[src/verilog/sgmx_pkg.sv]
// Constants, types and register map of the signal mixer unit.
// Assumes an 8-bit register port and one 125 MHz system clock.

package sgmx_pkg;

   // ----------------------------------------------------------------
   // Register port
   // ----------------------------------------------------------------
   localparam int unsigned ADDR_W = 12;
   localparam int unsigned DATA_W = 8;

   localparam logic [11:0] OFS_MIXER_CONTROL_ZERO = 12'h897;
   localparam logic [11:0] OFS_MIXER_CONTROL_ONE  = 12'h898;
   localparam logic [11:0] OFS_KEYING_SOURCE_REG  = 12'h899;
   localparam logic [11:0] OFS_LOWER_CARRIER_REG  = 12'h89A;
   localparam logic [11:0] OFS_UPPER_CARRIER_REG  = 12'h89B;

   // ----------------------------------------------------------------
   // Field positions
   // ----------------------------------------------------------------
   localparam int unsigned BIT_ENABLE        = 7;
   localparam int unsigned BIT_OUT_STATUS    = 5;
   localparam int unsigned BIT_OUTPUT_INVERT = 4;
   localparam int unsigned BIT_SW_KEYING     = 0;
   localparam int unsigned BIT_UPPER_INVERT  = 5;
   localparam int unsigned BIT_UPPER_SYNC    = 4;
   localparam int unsigned BIT_LOWER_INVERT  = 1;
   localparam int unsigned BIT_LOWER_SYNC    = 0;
   localparam int unsigned KEY_FIELD_W       = 5;
   localparam int unsigned CAR_FIELD_W       = 4;

   // ----------------------------------------------------------------
   // Source codes
   // ----------------------------------------------------------------
   localparam logic [4:0] KEY_SRC_PIN      = 5'h00;
   localparam logic [4:0] KEY_SRC_SOFTWARE = 5'h01;
   localparam logic [4:0] KEY_SRC_FIRST_RSV = 5'h14;
   localparam int unsigned KEY_SRC_NUM     = 20;
   localparam logic [3:0] CAR_SRC_PIN      = 4'h0;
   localparam int unsigned CAR_SRC_NUM     = 16;

   // ----------------------------------------------------------------
   // Reset values
   // ----------------------------------------------------------------
   localparam logic       RST_BIT   = 1'b0;
   localparam logic [4:0] RST_KSRC  = 5'h00;
   localparam logic [3:0] RST_CSEL  = 4'h0;
   localparam logic [7:0] RST_RDATA = 8'h00;

   // Carrier phase, Gray coded around the keying cycle
   typedef enum logic [1:0] {
      SGMX_ON_LOWER   = 2'b00,
      SGMX_LEAVE_LOW  = 2'b01,
      SGMX_ON_UPPER   = 2'b11,
      SGMX_LEAVE_HIGH = 2'b10
   } sgmx_phase_t;

   typedef struct packed {
      logic        en;
      logic        oinv;
      logic        sbit;
      logic        hinv;
      logic        hsync;
      logic        linv;
      logic        lsync;
      logic [4:0]  ksrc;
      logic [3:0]  lsel;
      logic [3:0]  hsel;
      sgmx_phase_t phase;
      logic        pin;
      logic [7:0]  rdata;
   } sgmx_state_t;

endpackage

[src/verilog/sgmx_mixer.sv]
// Signal mixer unit: register file, source selection, carrier
// synchronisation and output stage in one module.
// Assumes all source inputs are synchronous to clk_sys and that the
// power-off level comes from a power gating register elsewhere.

module sgmx_mixer
   import sgmx_pkg::*;
(
   // Clock and reset
   input  wire logic                          clk_sys,
   input  wire logic                          srst,
   // Register port
   input  wire logic [sgmx_pkg::ADDR_W-1:0]   reg_addr,
   input  wire logic [sgmx_pkg::DATA_W-1:0]   reg_wdata,
   input  wire logic                          reg_wr,
   input  wire logic                          reg_rd,
   output logic      [sgmx_pkg::DATA_W-1:0]   reg_rdata,
   // Power gating
   input  wire logic                          mixer_power_off,
   // Keying sources, index is the source code
   input  wire logic [sgmx_pkg::KEY_SRC_NUM-1:0] keying_src_in,
   // Shared carrier sources, index is the carrier code
   input  wire logic [sgmx_pkg::CAR_SRC_NUM-1:1] carrier_src_in,
   input  wire logic                          upper_carrier_pin,
   input  wire logic                          lower_carrier_pin,
   // Mixed output
   output logic                               mixed_output_pin
);

   import sgmx_pkg::*;

   // ----------------------------------------------------------------
   // Source selection
   // ----------------------------------------------------------------
   function automatic logic pick_carrier(
      input logic [3:0]              sel,
      input logic                    pin,
      input logic [CAR_SRC_NUM-1:1]  shared,
      input logic                    inv
   );
      logic v;
      v = 1'b0;
      if (sel == CAR_SRC_PIN) begin
         v = pin;
      end else begin
         v = shared[sel];
      end
      return v ^ inv;
   endfunction

   sgmx_state_t s_q;
   sgmx_state_t s_d;

   logic key_now;
   logic upper_now;
   logic lower_now;
   logic use_upper;
   logic mix_now;

   always_comb begin
      key_now = 1'b0;
      if (s_q.ksrc >= KEY_SRC_FIRST_RSV) begin
         key_now = 1'b0;
      end else if (s_q.ksrc == KEY_SRC_SOFTWARE) begin
         key_now = s_q.sbit;
      end else begin
         key_now = keying_src_in[s_q.ksrc];
      end
      upper_now = pick_carrier(s_q.hsel, upper_carrier_pin, carrier_src_in, s_q.hinv);
      // lower carrier select, shared code table
      lower_now = pick_carrier(s_q.lsel, lower_carrier_pin, carrier_src_in, s_q.linv);
      use_upper = (s_q.phase == SGMX_ON_UPPER) || (s_q.phase == SGMX_LEAVE_HIGH);
      mix_now = use_upper ? upper_now : lower_now;
   end

   // ----------------------------------------------------------------
   // Next state
   // ----------------------------------------------------------------
   always_comb begin
      s_d       = s_q;
      s_d.rdata = RST_RDATA;

      // Register writes
      if (reg_wr) begin
         case (reg_addr)
            OFS_MIXER_CONTROL_ZERO: begin
               s_d.en   = reg_wdata[BIT_ENABLE];
               s_d.oinv = reg_wdata[BIT_OUTPUT_INVERT];
               s_d.sbit = reg_wdata[BIT_SW_KEYING];
            end
            OFS_MIXER_CONTROL_ONE: begin
               s_d.hinv  = reg_wdata[BIT_UPPER_INVERT];
               s_d.hsync = reg_wdata[BIT_UPPER_SYNC];
               s_d.linv  = reg_wdata[BIT_LOWER_INVERT];
               s_d.lsync = reg_wdata[BIT_LOWER_SYNC];
            end
            OFS_KEYING_SOURCE_REG: begin
               s_d.ksrc = reg_wdata[KEY_FIELD_W-1:0];
            end
            OFS_LOWER_CARRIER_REG: begin
               s_d.lsel = reg_wdata[CAR_FIELD_W-1:0];
            end
            OFS_UPPER_CARRIER_REG: begin
               s_d.hsel = reg_wdata[CAR_FIELD_W-1:0];
            end
            default: begin
               s_d.en = s_q.en;
            end
         endcase
      end

      // Register reads, data valid the next cycle only
      if (reg_rd) begin
         case (reg_addr)
            OFS_MIXER_CONTROL_ZERO: begin
               s_d.rdata[BIT_ENABLE]        = s_q.en;
               s_d.rdata[BIT_OUT_STATUS]    = s_q.pin;
               s_d.rdata[BIT_OUTPUT_INVERT] = s_q.oinv;
               s_d.rdata[BIT_SW_KEYING]     = s_q.sbit;
            end
            OFS_MIXER_CONTROL_ONE: begin
               s_d.rdata[BIT_UPPER_INVERT] = s_q.hinv;
               s_d.rdata[BIT_UPPER_SYNC]   = s_q.hsync;
               s_d.rdata[BIT_LOWER_INVERT] = s_q.linv;
               s_d.rdata[BIT_LOWER_SYNC]   = s_q.lsync;
            end
            OFS_KEYING_SOURCE_REG: begin
               s_d.rdata[KEY_FIELD_W-1:0] = s_q.ksrc;
            end
            OFS_LOWER_CARRIER_REG: begin
               s_d.rdata[CAR_FIELD_W-1:0] = s_q.lsel;
            end
            OFS_UPPER_CARRIER_REG: begin
               s_d.rdata[CAR_FIELD_W-1:0] = s_q.hsel;
            end
            default: begin
               s_d.rdata = RST_RDATA;
            end
         endcase
      end

      // Carrier phase; no sync means immediate switch-over
      // finish running pulse, wait for fall
      case (s_q.phase)
         SGMX_ON_LOWER: begin
            if (key_now) begin
               s_d.phase = (s_q.lsync && lower_now) ? SGMX_LEAVE_LOW : SGMX_ON_UPPER;
            end
         end
         SGMX_LEAVE_LOW: begin
            if (!key_now) begin
               s_d.phase = SGMX_ON_LOWER;
            end else if (!lower_now) begin
               s_d.phase = SGMX_ON_UPPER;
            end
         end
         SGMX_ON_UPPER: begin
            if (!key_now) begin
               s_d.phase = (s_q.hsync && upper_now) ? SGMX_LEAVE_HIGH : SGMX_ON_LOWER;
            end
         end
         SGMX_LEAVE_HIGH: begin
            if (key_now) begin
               s_d.phase = SGMX_ON_UPPER;
            end else if (!upper_now) begin
               s_d.phase = SGMX_ON_LOWER;
            end
         end
         default: begin
            s_d.phase = SGMX_ON_LOWER;
         end
      endcase

      // pin low while disabled, inversion when enabled
      s_d.pin = s_q.en ? (mix_now ^ s_q.oinv) : 1'b0;

      if (srst || mixer_power_off) begin
         s_d.en    = RST_BIT;
         s_d.oinv  = RST_BIT;
         s_d.sbit  = RST_BIT;
         s_d.hinv  = RST_BIT;
         s_d.hsync = RST_BIT;
         s_d.linv  = RST_BIT;
         s_d.lsync = RST_BIT;
         s_d.ksrc  = RST_KSRC;
         s_d.lsel  = RST_CSEL;
         s_d.hsel  = RST_CSEL;
         s_d.phase = SGMX_ON_LOWER;
         s_d.pin   = RST_BIT;
         s_d.rdata = RST_RDATA;
      end
   end

   always_ff @(posedge clk_sys) begin
      s_q <= s_d;
   end

   assign reg_rdata        = s_q.rdata;
   assign mixed_output_pin = s_q.pin;
endmodule

[config.mk]
export PLATFORM = sky130hd
export DESIGN_NAME = sgmx_mixer
export DESIGN_NICKNAME = d
export VERILOG_FILES = /design/src/verilog/sgmx_pkg.sv /design/src/verilog/sgmx_mixer.sv
export SDC_FILE = /design/constraint.sdc
export NUM_CORES = 1
export LEC_CHECK = 0
export BUFFER_PORTS_ARGS = -buffer_cell sky130_fd_sc_hd__buf_2
export CAP_MARGIN = 20
export CORE_MARGIN = 10
export CORE_UTILIZATION = 40
export CTS_BUF_LIST = sky130_fd_sc_hd__clkbuf_8
export DETAILED_ROUTE_END_ITERATION = 6
export GPL_TIMING_DRIVEN = 1
export PLACE_DENSITY = 0.66
export SLEW_MARGIN = 20
export SYNTH_ARGS = -nofsm -noshare
export SYNTH_HDL_FRONTEND = slang
export SYNTH_SLANG_ARGS = --single-unit
[constraint.sdc]
create_clock -name clk_sys -period 3.3 [get_ports clk_sys]
set_input_delay 0.66 -clock clk_sys [delete_from_list [all_inputs] [get_ports clk_sys]]
set_output_delay 0.66 -clock clk_sys [all_outputs]
set_load 0.05 [all_outputs]
# Yosys cells after proc, flatten, opt, wreduce, memory -nomap -nowiden
# Index checks and enable logic that the tools add are counted.
[word_totals] mem_bits_ro=0 inputBits=62 latch_bits=0 output_inout_bits=9 memories=0 reg_bits=31 ram_bits=0
[op_classes] eq_ne=13 muxes=25 n_bitwise=6 reduce_logical=16 div_mod_pow=0 mul=0 n_addsub=0 magnitude_cmp=4 n_shift=0
[op_table] op="$eq 12x12->1 const B" count=5
[op_table] op="$mux 2" count=8
[op_table] op="$lt 4x5->1 const B" count=2
[op_table] op="$reduce_and 2->1" count=5
[op_table] op="$bmux 1 s4" count=2
[op_table] op="$logic_not 4->1" count=2
[op_table] op="$mux 1" count=8
[op_table] op="$pmux 2 s4" count=1
[op_table] op="$lt 5x6->1 const B" count=1
[op_table] op="$ne 3x3->1 const B" count=2
[op_table] op="$pmux 2 s3" count=1
[op_table] op="$bmux 1 s5" count=1
[op_table] op="$eq 5x1->1 const B" count=1
[op_table] op="$ge 5x5->1 const B" count=1
[op_table] op="$pmux 1 s5" count=1
[op_table] op="$eq 2x2->1 const B" count=2
[op_table] op="$ne 2x2->1 const B" count=2
[op_table] op="$pmux 1 s4" count=1
[op_table] op="$reduce_and 4->1" count=1
[op_table] op="$reduce_or 2->1" count=2
[op_table] op="$not 1->1" count=3
[op_table] op="$pmux 1 s3" count=1
[op_table] op="$reduce_or 3->1" count=1
[op_table] op="$xor 1x1->1" count=3
[op_table] op="other kinds (5)" count=7

# Longest topological paths before layout
# Gate-level depths: netlist of the first run.
[depth] ltp_word=8 ltp_mapped=8 depth_no_buf=7

# Worst setup path after synthesis of the first run
# Ideal clock, no wire load.
[synth_path] path_kind="input to register" startpoint="input port carrier_src_in[7] in the netlist's numbering" endpoint="register s_q (netlist bit mixed_output_pin)" arrival_ps=2226 stages=7 path_slack_ps=994 setup_time_ps=79 n_path_buf=0 cell_sequence="mux4_2 -> mux2i_1 -> mux2i_1 -> nand4b_1 -> o21a_1 -> or3_1 -> a211oi_2"
[synth_via] elab_chain_cells=6 elab_cells_between_ends=10 cone_classes="mux: 7; bitwise: 3"
[synth_lines] item="from (decl)" line_no="sgmx_mixer.sv:23" rtl="input wire logic [sgmx_pkg::CAR_SRC_NUM-1:1] carrier_src_in,"
[synth_lines] item="$bmux 1 s4" line_no="sgmx_mixer.sv:46" rtl="v = shared[sel];"
[synth_lines] item="$mux 1 (implied by the code)" line_no="sgmx_mixer.sv:46"
[synth_lines] item="$mux 1" line_no="sgmx_mixer.sv:43" rtl="if (sel == CAR_SRC_PIN) begin"
[synth_lines] item="$xor 1x1->1" line_no="sgmx_mixer.sv:48" rtl="return v ^ inv;"
[synth_lines] item="$mux 1 (*)" line_no="sgmx_mixer.sv:73" rtl="mix_now = use_upper ? upper_now : lower_now;"
[synth_lines] item="$xor 1x1->1 (*)" line_no="sgmx_mixer.sv:175" rtl="s_d.pin = s_q.en ? (mix_now ^ s_q.oinv) : 1'b0;"
[synth_lines] item="to (signal assigned)" line_no="sgmx_mixer.sv:195" rtl="s_q <= s_d;"
[synth_lines] item="to (decl)" line_no="sgmx_mixer.sv:51" rtl="sgmx_state_t s_q;"
# Every way passes the cells marked *; elsewhere a longest branch is shown, timed or not. The select of a mux whose other input is x is not followed.
# A chain may end at the register's enable or synchronous reset.

# Worst setup path after layout of the first run
[layout_path] startpoint="register s_q[12] in the netlist's numbering" endpoint="register s_q (netlist bit mixed_output_pin)"
[layout_via] elab_chain_cells=6 elab_cells_between_ends=7 cone_classes="mux: 4; bitwise: 2; reduce/logical: 1"
[layout_lines] item="$bmux 1 s4" line_no="sgmx_mixer.sv:46"
[layout_lines] item="$mux 1 (implied by the code)" line_no="sgmx_mixer.sv:46"
[layout_lines] item="$mux 1 (*)" line_no="sgmx_mixer.sv:43"
[layout_lines] item="$xor 1x1->1 (*)" line_no="sgmx_mixer.sv:48"
[layout_lines] item="$mux 1 (*)" line_no="sgmx_mixer.sv:73"
[layout_lines] item="$xor 1x1->1 (*)" line_no="sgmx_mixer.sv:175"
# Marks and branches as above.

==> results by group, run 1 <==
Synth
  – Count leader, synth: nor2_1
  – Syn Std Cell Area: 0.001993 mm^2
  – Synth warn: 0
  – #FFs+latches synth: 30
  – Compound-cell area share of the yosys netlist: 0.1117
  – Cell taking the most area after synthesis: dfxtp_1
  – Main synth FF type: dfxtp_1
  – Top post-synthesis cells by count: nor2_1, dfxtp_1, mux2i_1
  – Mapped Cells: 213
  – Async set-reset flop share out of synthesis: 0
  – Post-synth EDFFs: 0
  – Seq/Total Area, Yosys: 0.3013
  – Multiplexer share of the synthesized area: 0.2938
  – Post-Synth Adder-Cell Area: 0.03139
  – XOR/XNOR Fraction of Synth Area: 0.004394
  – Post-synth net total: 280
  – Distinct cells, synth: 48
  – Simple logic cell fraction of the synthesized area: 0.1871
  – Avg Cell Area, Syn: 9.358 um^2
  – Synth top area share: 0.3013
  – Main combinational cell family by area after synthesis: multiplexers
  – Top post-synthesis cells by area: dfxtp_1, mux2i_1, mux4_2

Drt
  – Drc violations: 0
  – Routed len/inst: 15.57 um
  – DR pass1 iterations: 4
  – Via/cell ratio: 5.190
  – DR vias: 1744
  – DRT antenna net count: 0
  – Routed Wire Length: 5233 um
  – DR iter-0 viols: 94

Clock network
  – Clk pin slew, worst setup/hold paths: 0.06 ns
  – Post-CTS sizing: 0
  – Clock Latency Late Sink: 0.29 ns
  – # H-tree levels: 2
  – Post-CTS Hold Fix Bufs: 0
  – Root Buffer Master: clkbuf_8
  – Post-CTS setup buffer count: 0
  – Clk buf depth: 2
  – CTS sink cnt: 30
  – Total CTS buffers: 5
  – TritonCTS clock tree: yes

Finish
  – Share of cells above drive strength 1: 0.3420
  – Diodes inserted: 0
  – Final #Nets: 335
  – Final cell utilization of the core: 0.5001
  – Final Instance Area: 0.002394 mm^2
  – P&R area growth vs syn: 20.09%

Timing
  – Fin crit share: 0.7531
  – Slew Viols, Final: 0
  – Slew HR: 0.6397
  – Worst slew pin tran: 0.5380 ns
  – RSZ-0062 raised after global routing: false
  – Peak Freq: 402.4 MHz
  – Sum Neg Setup Slack: 0 ns
  – Final hold viol count: 0
  – Tmin final: 2.485 ns
  – Skew final: 0.01345 ns
  – Final setup vio count: 0

Floorplanning
  – Die ar.: 0.008207 mm^2
  – Core area: 0.004786 mm^2
  – Die H: 90.59 um
  – Die Wd: 90.59 um
  – Standard-cell rows: 25
  – Boundary Pins: 71
  – Initial Utilization: 0.4165

Worst setup path
  – R2R Path Start: s_q[12]$_SDFFE_PP0P_
  – Critical Path RT: 3.51 ns
  – WP data arrival: 2.70 ns
  – Slowest stage delay, CP: 0.57 ns
  – Startpoint types: flip-flop
  – Critical Path Source: s_q[12]$_SDFFE_PP0P_
  – Cells along the critical path: mux4_2, mux2i_1, mux2i_1, nand4b_1, o21a_1, or3_1, a211oi_2
  – Slowest CP cell: mux4_2
  – Crit end category: flip-flop
  – CP dominant cell by count: mux2i_1
  – Setup Crit Path Kind: reg2reg
  – CP max FO: 8

Pwr
  – Clk pwr share: 0.394
  – Worst vdd ir: 0.2038 mV
  – Comb pwr share: 0.131
  – Leak pwr: 0.9501 nW
  – Sw Pwr: 0.0001895 W
  – Sw Ratio: 0.2462
  – P_int: 0.0005801 W
  – Cell Pwr Density: 321.5 mW/mm^2
  – Final Power: 0.0007696 W
  – Sequential share of power: 0.475

Global route
  – Global-route wire length before repair: 8749 um
  – Gr usage total: 0.1279
  – Vias in the first global route: 1809
  – Grt ovf: 0
  – Maximum number of pins on one net before global-route repair: 24
  – Initial antenna violation count: 0

Status
  – Outcome: finished clean

Worst hold path
  – Hold path startpoint: s_q[30]$_SDFFE_PP0P_
  – Worst hold path type: reg2reg

Place
  – Port Buffers: 67
  – DP HPWL: 4207 um
  – GPL Wtd Cong: 0.7795
  – DP Area: 0.002302 mm^2

Run
  – Max_cap viols: 0
==> stage by stage <==
stage | hold WS (ns) | setup slack [ns] | instances
final | 0.4948 | 0.8146 | 336
after global placement | 0.4796 | 0.6792 | 328
after floorplan | 0.4490 | 0.9942 | 213
after CTS | 0.5057 | 0.8269 | 336
after global routing | 0.5268 | 0.6700 | 336
after detailed placement | 0.4926 | 0.6841 | 328
==> worst paths after layout <==
| check | end | slack (ns) | cells after the start |
|---|---|---|---|
| worst max-delay path | mixed_output_pin$_SDFF_PP0_ | 0.81 | 7 |
| worst min-delay path | mixed_output_pin$_SDFF_PP0_ | 0.49 | 2 |
| worst max register to register | mixed_output_pin$_SDFF_PP0_ | 0.81 | 7 |
| worst min register to register | mixed_output_pin$_SDFF_PP0_ | 0.49 | 2 |
==> cell usage in the layout, fill, tap and decap left out, types with 5 or more instances in the layout <==
cell,synthesis,final
buf_2,2,67
nand2_1,14,14
mux2i_1,24,24
ha_1,5,5
nor2_1,31,31
inv_1,7,8
o21ai_0,7,7
mux4_2,7,7
clkbuf_8,0,6
dfxtp_1,30,30
mux2_2,5,5
nor3_1,5,5
a21oi_1,9,9
mux4_1,5,5
==> state kept, by name, indices dropped and copies added, names as in the netlist <==
register and count:
s_q 22, reg_rdata 7, mixed_output_pin 1
==> cell type report <==
class	instances	area, um^2
Clock buffer	6	82.58
Fill cell	457	2392
Inverter	7	26.28
Sequential cell	30	600.6
Tap cell	67	83.83
Timing Repair Buffer	67	335.3
Multi-Input combinational cell	157	1256
Clock inverter	2	8.758
==> power groups by stage <==
| stage | registers, W | clock network (W) | logic [W] |
|---|---|---|---|
| CTS | 0.000365 | 0.000308 | 0.000101 |
| global placement | 0.000374 | 0 | 0.0000976 |
| global route | 0.000366 | 0.000328 | 0.000112 |
| floorplan | 0.000373 | 0 | 0.0000532 |
| detailed placement | 0.000374 | 0 | 0.000101 |
| finish | 0.000366 | 0.000303 | 0.000101 |
==> worst max-delay path, delay by kind of cell (launching register included) <==
kind / cells / cell delay [ns]
simple gates: 2 / 0.54
flops: 1 / 0.54
compound gates: 2 / 0.35
mux: 3 / 0.97
==> per-layer routing <==
layer	routed length, um	global-route usage	vias up	part of all wire
li1	-	-	882	-
met1	2519	0.1690	793	0.48
met2	2164	0.1809	63	0.41
met3	500	0.06484	6	0.096
met4	47	0.02520	0	0.0090
met5	0	0	-	0
==> kinds of logic after synthesis <==
group,Yosys count
AO/OA/AOI/OAI,33
XOR/XNOR,1
adder cells (fa/ha/maj),5
buffers and inverters,26
flip-flops,30
multiplexers,41
other,1
AND/OR/NAND/NOR,76
No activity file was read; power rests on OpenSTA's default activity.
==> run 2: changes to the inputs <==
==> constraint.sdc (replaced) <==
create_clock -name clk_sys -period 2.5 [get_ports clk_sys]
set_input_delay 0.5 -clock clk_sys [delete_from_list [all_inputs] [get_ports clk_sys]]
set_output_delay 0.5 -clock clk_sys [all_outputs]
set_load 0.05 [all_outputs]
==> results by group, run 2 (synthesis results as in run 1) <==
Status
  – Outcome: finished clean (unchanged)

Floorplanning
  – Die Wd: 90.59 um (unchanged)
  – Initial Utilization: 0.4165 (unchanged)
  – Boundary Pins: 71 (unchanged)
  – Die H: 90.59 um (unchanged)
  – Die ar.: 0.008207 mm^2 (unchanged)
  – Standard-cell rows: 25 (unchanged)
  – Core area: 0.004786 mm^2 (unchanged)

Worst setup path
  – Top delay family on crit path: multiplexers (unchanged)
  – WP data arrival: 2.52 ns (was 2.70 ns)
  – Startpoint types: flip-flop (unchanged)
  – Cells along the critical path: mux4_1, mux2i_1, mux2i_1, xor2_2, nor3_1, or3_1, a211oi_2 (was mux4_2, mux2i_1, mux2i_1, nand4b_1, o21a_1, or3_1, a211oi_2)
  – Crit end category: flip-flop (unchanged)
  – CP bufs+invs: 0 (unchanged)
  – Critical Path RT: 2.70 ns (was 3.51 ns)
  – Slowest stage delay, CP: 0.61 ns (was 0.57 ns)
  – CP max FO: 5 (was 8)
  – Slowest CP cell: mux4_1 (was mux4_2)
  – CP dominant cell by count: mux2i_1 (unchanged)
  – R2r setup slk: 0.19 ns (was 0.81 ns)
  – Setup Crit Path Kind: reg2reg (unchanged)

Global route
  – Maximum number of pins on one net before global-route repair: 24 (unchanged)
  – Gr usage total: 0.1271 (was 0.1279)
  – Grt ovf: 0 (unchanged)
  – Vias in the first global route: 1864 (was 1809)
  – Initial antenna violation count: 0 (unchanged)
  – Global-route wire length before repair: 8811 um (was 8749 um)

Place
  – GPL Wtd Cong: 0.7939 (was 0.7795)
  – DP HPWL: 4269 um (was 4207 um)
  – Port Buffers: 67 (unchanged)
  – DP Area: 0.002377 mm^2 (was 0.002302 mm^2)

Drt
  – DR pass1 iterations: 6 (was 4)
  – Routed len/inst: 15.06 um (was 15.57 um)
  – Drc violations: 0 (unchanged)
  – DRT antenna net count: 0 (unchanged)
  – DR iter-0 viols: 132 (was 94)
  – Via/cell ratio: 5.211 (was 5.190)
  – Routed Wire Length: 5210 um (was 5233 um)
  – DR vias: 1803 (was 1744)

Finish
  – Reg area: 600.6 um^2 (unchanged)
  – Share of cells above drive strength 1: 0.3692 (was 0.3420)
  – Area of the multi-input gates: 0.001264 mm^2 (was 0.001256 mm^2)
  – Commonest non-fill, non-tap cells in the layout: buf_2, nor2_1, dfxtp_1, mux2i_1, nand2_1 (unchanged)
  – Biggest register: s_q (unchanged)
  – P&R area growth vs syn: 24.23% (was 20.09%)
  – Max reg flops: 22 (unchanged)
  – Diodes inserted: 0 (unchanged)
  – Fillers: 444 (was 457)
  – Commonest non-fill, non-tap cell in the layout: buf_2 (unchanged)
  – Final Instance Area: 0.002476 mm^2 (was 0.002394 mm^2)
  – Final #Nets: 345 (was 335)

Pwr
  – Cell Pwr Density: 407.0 mW/mm^2 (was 321.5 mW/mm^2)
  – Leak pwr: 1.003 nW (was 0.9501 nW)
  – Worst vdd ir: 0.3625 mV (was 0.2038 mV)

Clock network
  – CTS sink cnt: 30 (unchanged)
  – TritonCTS clock tree: yes (unchanged)
  – Clk buf depth: 2 (unchanged)
  – Root Buffer Master: clkbuf_8 (unchanged)
  – # H-tree levels: 2 (unchanged)
  – Total CTS buffers: 5 (unchanged)
  – Clock Latency Late Sink: 0.28 ns (was 0.29 ns)
  – Post-CTS Hold Fix Bufs: 0 (unchanged)
  – Clk pin slew, worst setup/hold paths: 0.06 ns (about the same)

Run
  – Max_cap viols: 0 (unchanged)

Timing
  – Tmin final: 2.314 ns (was 2.485 ns)
  – Final setup vio count: 0 (unchanged)
  – Sum Neg Setup Slack: 0 ns (unchanged)
  – Skew final: 0.006695 ns (was 0.01345 ns)
  – Peak Freq: 432.1 MHz (was 402.4 MHz)
  – Final hold viol count: 0 (unchanged)
  – Fin crit share: 0.9257 (was 0.7531)
  – RSZ-0062 raised after global routing: false (unchanged)
  – Slew Viols, Final: 0 (unchanged)

Worst hold path
  – Worst hold path type: in2reg (was reg2reg)
## run 2: cell types whose count changed in the layout (fill, tap and decap cells not counted), sizes merged
cell  change
buf      +10
## run 2: power by group
part	switching, W	internal (W)	total [W]
registers	0.00000249	0.000480	0.000483
clock network	0.000174	0.000217	0.000391
logic	0.0000647	0.0000693	0.000134
## run 2: path summary, 6_finish.rpt
check                  startpoint                     endpoint  cells after the start
max          s_q[16]$_SDFFE_PP0P_  mixed_output_pin$_SDFF_PP0_                      7
min                  reg_wdata[7]         s_q[30]$_SDFFE_PP0P_                      3
max reg2reg  s_q[16]$_SDFFE_PP0P_  mixed_output_pin$_SDFF_PP0_                      7
min reg2reg  s_q[30]$_SDFFE_PP0P_         s_q[30]$_SDFFE_PP0P_                      2
## run 2: what timing repair did
item	CTS	global route
endpoints found under the setup margin	0	1
buffers inserted	0	0
resized for setup	0	1
## run 2: worst reg2reg max path: cells and delay by family (launching register included)
family                    cells  cell delay, ns
AOI/OAI and AO/OA             1            0.18
xor gates and xnor gates      1            0.25
DFF                           1            0.47
muxes                         3            0.89
and+or+nand+nor               2            0.45
## run 2: routing by layer
layer | routed length (um) | vias up | global-route usage | share of wire
met3 | 391 | 5 | 0.04821 | 0.075
met1 | 2600 | 832 | 0.1693 | 0.50
met5 | 0 | - | 0 | 0
met4 | 40 | 0 | 0.02520 | 0.0077
li1 | - | 903 | - | -
met2 | 2178 | 63 | 0.1899 | 0.42
## run 2: cell type report
type	instances	share of cell area
inverter	7	0.01061
multi-input combinational	157	0.5104
sequential	30	0.2425
tap	67	0.03386
clock buffer	6	0.03335
timing repair buffer	77	0.1657
clock inverter	2	0.003537
## run 2: through the flow
stage / util / cells / worst slack [ns] / total power (W) / hold slack (ns)
2_1_floorplan: - / 213 / 0.3533 / 0.0005627 / 0.4490
3_3_place_gp: 0.4967 / 338 / 0.08204 / 0.0006236 / 0.4814
3_5_place_dp: 0.4967 / 338 / 0.04210 / 0.0006261 / 0.4858
4_1_cts: 0.5158 / 346 / 0.09227 / 0.001017 / 0.4541
5_1_grt: 0.5174 / 346 / 0.01029 / 0.001058 / 0.4846
6_report: 0.5174 / 346 / 0.1858 / 0.001008 / 0.4544
==> run 3: changes to the inputs <==
--- a/config.mk
+++ b/config.mk
@@ -5,14 +5,13 @@
 export SDC_FILE = /design/constraint.sdc
 export NUM_CORES = 1
 export LEC_CHECK = 0
-export BUFFER_PORTS_ARGS = -buffer_cell sky130_fd_sc_hd__buf_2
 export CAP_MARGIN = 20
 export CORE_MARGIN = 10
 export CORE_UTILIZATION = 40
 export CTS_BUF_LIST = sky130_fd_sc_hd__clkbuf_8
 export DETAILED_ROUTE_END_ITERATION = 6
+export DONT_BUFFER_PORTS = 1
 export GPL_TIMING_DRIVEN = 1
-export PLACE_DENSITY = 0.66
 export SLEW_MARGIN = 20
 export SYNTH_ARGS = -nofsm -noshare
 export SYNTH_HDL_FRONTEND = slang
==> results by group, run 3 (synthesis results as in run 1) <==
Timing
  – Final setup vio count: 0 (unchanged)
  – Final hold viol count: 0 (unchanged)
  – Skew final: 0.006169 ns (was 0.006695 ns)
  – RSZ-0062 raised after global routing: false (unchanged)
  – Peak Freq: 437.4 MHz (was 432.1 MHz)
  – Tmin final: 2.286 ns (was 2.314 ns)
  – Fin crit share: 0.9145 (was 0.9257)
  – Worst slew pin tran: 0.5316 ns
  – Sum Neg Setup Slack: 0 ns (unchanged)
  – Slew HR: 0.6451
  – Slew Viols, Final: 0 (unchanged)

Clock network
  – Clk buf depth: 2 (unchanged)
  – Post-CTS setup buffer count: 0 (unchanged)
  – Post-CTS Hold Fix Bufs: 0 (unchanged)
  – Clk pin slew, worst setup/hold paths: 0.06 ns (about the same)
  – Post-CTS sizing: 0 (unchanged)
  – Root Buffer Master: clkbuf_8 (unchanged)
  – Total CTS buffers: 5 (unchanged)
  – Clock Latency Late Sink: 0.28 ns (about the same)
  – # H-tree levels: 2 (unchanged)
  – CTS sink cnt: 30 (unchanged)
  – TritonCTS clock tree: yes (unchanged)

Global route
  – Maximum number of pins on one net before global-route repair: 24 (unchanged)
  – Gr usage total: 0.1253 (was 0.1271)
  – Vias in the first global route: 1632 (was 1864)
  – Global-route wire length before repair: 8362 um (was 8811 um)
  – Initial antenna violation count: 1 (was 0)
  – Grt ovf: 0 (unchanged)

Status
  – Outcome: finished clean (unchanged)

Floorplanning
  – Initial Utilization: 0.4165 (unchanged)
  – Die H: 90.59 um (unchanged)
  – Die ar.: 0.008207 mm^2 (unchanged)
  – Standard-cell rows: 25 (unchanged)
  – Boundary Pins: 71 (unchanged)
  – Core area: 0.004786 mm^2 (unchanged)
  – Die Wd: 90.59 um (unchanged)

Worst setup path
  – CP max FO: 4 (was 5)
  – Critical Path RT: 2.70 ns (about the same)
  – Startpoint types: flip-flop (unchanged)
  – WP data arrival: 2.49 ns (was 2.52 ns)
  – Crit end category: flip-flop (unchanged)
  – Setup Crit Path Kind: reg2reg (unchanged)

Drt
  – DR pass1 iterations: 4 (was 6)
  – Via/cell ratio: 5.690 (was 5.211)
  – Routed Wire Length: 5057 um (was 5210 um)
  – Routed len/inst: 18.26 um (was 15.06 um)
  – DR vias: 1576 (was 1803)
  – DRT antenna net count: 0 (unchanged)
  – DR iter-0 viols: 87 (was 132)
  – Drc violations: 0 (unchanged)

Run
  – Max_cap viols: 0 (unchanged)

Finish
  – Final cell utilization of the core: 0.4447 (was 0.5174)
  – Commonest non-fill, non-tap cells in the layout: nor2_1, dfxtp_1, mux2i_1, nand2_1 (was buf_2, nor2_1, dfxtp_1, mux2i_1, nand2_1)
  – Commonest non-fill, non-tap cell in the layout: nor2_1 (was buf_2)
  – Biggest register: s_q (unchanged)
  – Final Instance Area: 0.002128 mm^2 (was 0.002476 mm^2)
  – Reg area: 600.6 um^2 (unchanged)
  – Fillers: 489 (was 444)
  – Max reg flops: 22 (unchanged)
  – Area of the multi-input gates: 0.001256 mm^2 (was 0.001264 mm^2)
  – Share of cells above drive strength 1: 0.1483 (was 0.3692)
  – P&R area growth vs syn: 6.780% (was 24.23%)
  – Final #Nets: 275 (was 345)

Place
  – DP HPWL: 4056 um (was 4269 um)
  – DP Area: 0.002019 mm^2 (was 0.002377 mm^2)
  – GPL Wtd Cong: 0.7910 (was 0.7939)
  – Port Buffers: 0 (was 67)

Pwr
  – P_int: 0.0008064 W (was 0.0007669 W)
  – Sw Pwr: 0.0002195 W (was 0.0002409 W)
  – Sequential share of power: 0.470 (was 0.479)
  – Worst vdd ir: 0.3343 mV (was 0.3625 mV)
  – Final Power: 0.001026 W (was 0.001008 W)
  – Comb pwr share: 0.073 (was 0.133)
  – Clk pwr share: 0.456 (was 0.388)
  – Leak pwr: 0.7197 nW (was 1.003 nW)
  – Cell Pwr Density: 482.1 mW/mm^2 (was 407.0 mW/mm^2)
  – Sw Ratio: 0.2140 (was 0.2391)

Worst hold path
  – Worst hold path type: in2reg (unchanged)
run 3: path summary, 6_finish.rpt:
path | startpoint | to | slack, ns | cells after the start
worst min-delay path | reg_wdata[1] | s_q[12]$_SDFFE_PP0P_ | 0.36 | 2
worst max-delay path | s_q[16]$_SDFFE_PP0P_ | mixed_output_pin$_SDFF_PP0_ | 0.21 | 7
worst max register to register | s_q[16]$_SDFFE_PP0P_ | mixed_output_pin$_SDFF_PP0_ | 0.21 | 7
worst min register to register | s_q[30]$_SDFFE_PP0P_ | mixed_output_pin$_SDFF_PP0_ | 0.51 | 2
run 3: power by group through the flow:
| stage | Clock [W] | Combinational (W) | Sequential [W] |
|---|---|---|---|
| after floorplan | 0 | 0.0000702 | 0.000493 |
| after global placement | 0 | 0.0000737 | 0.000493 |
| after detailed placement | 0 | 0.0000747 | 0.000493 |
| after CTS | 0.000479 | 0.0000752 | 0.000483 |
| after global routing | 0.000494 | 0.0000840 | 0.000483 |
| final | 0.000468 | 0.0000750 | 0.000483 |
run 3: critical path, stage by stage (launching register included):
cell and delay [ns]:
dfxtp_1 0.40, mux4_1 0.59, mux2i_1 0.15, mux2i_1 0.12, xor2_1 0.31, nor3_1 0.09
or3_1 0.37, a211oi_2 0.17
run 3: layer usage:
layer | global-route usage | vias up | routed length, um
met4 | 0.05438 | 0 | 58
met2 | 0.1833 | 76 | 2189
met5 | 0 | - | 0
met3 | 0.07149 | 6 | 644
met1 | 0.1454 | 735 | 2165
li1 | - | 759 | -
run 3: stage by stage:
stage | setup slack [ns] | instances | hold slack, ns
final | 0.2138 | 277 | 0.3568
after global routing | 0.1041 | 277 | 0.3420
after CTS | 0.1978 | 276 | 0.3422
after detailed placement | 0.1652 | 268 | 0.4902
after global placement | 0.1767 | 268 | 0.4768
after floorplan | 0.3533 | 213 | 0.4490
run 3: cell type report:
| class | instances | share of cell area |
|---|---|---|
| inverter | 7 | 0.01235 |
| multi-input combinational | 157 | 0.5902 |
| clock inverter | 3 | 0.01764 |
| sequential | 30 | 0.2822 |
| tap | 67 | 0.03939 |
| clock buffer | 5 | 0.03233 |
| timing repair buffer | 7 | 0.02469 |
| antenna | 1 | 0.001176 |
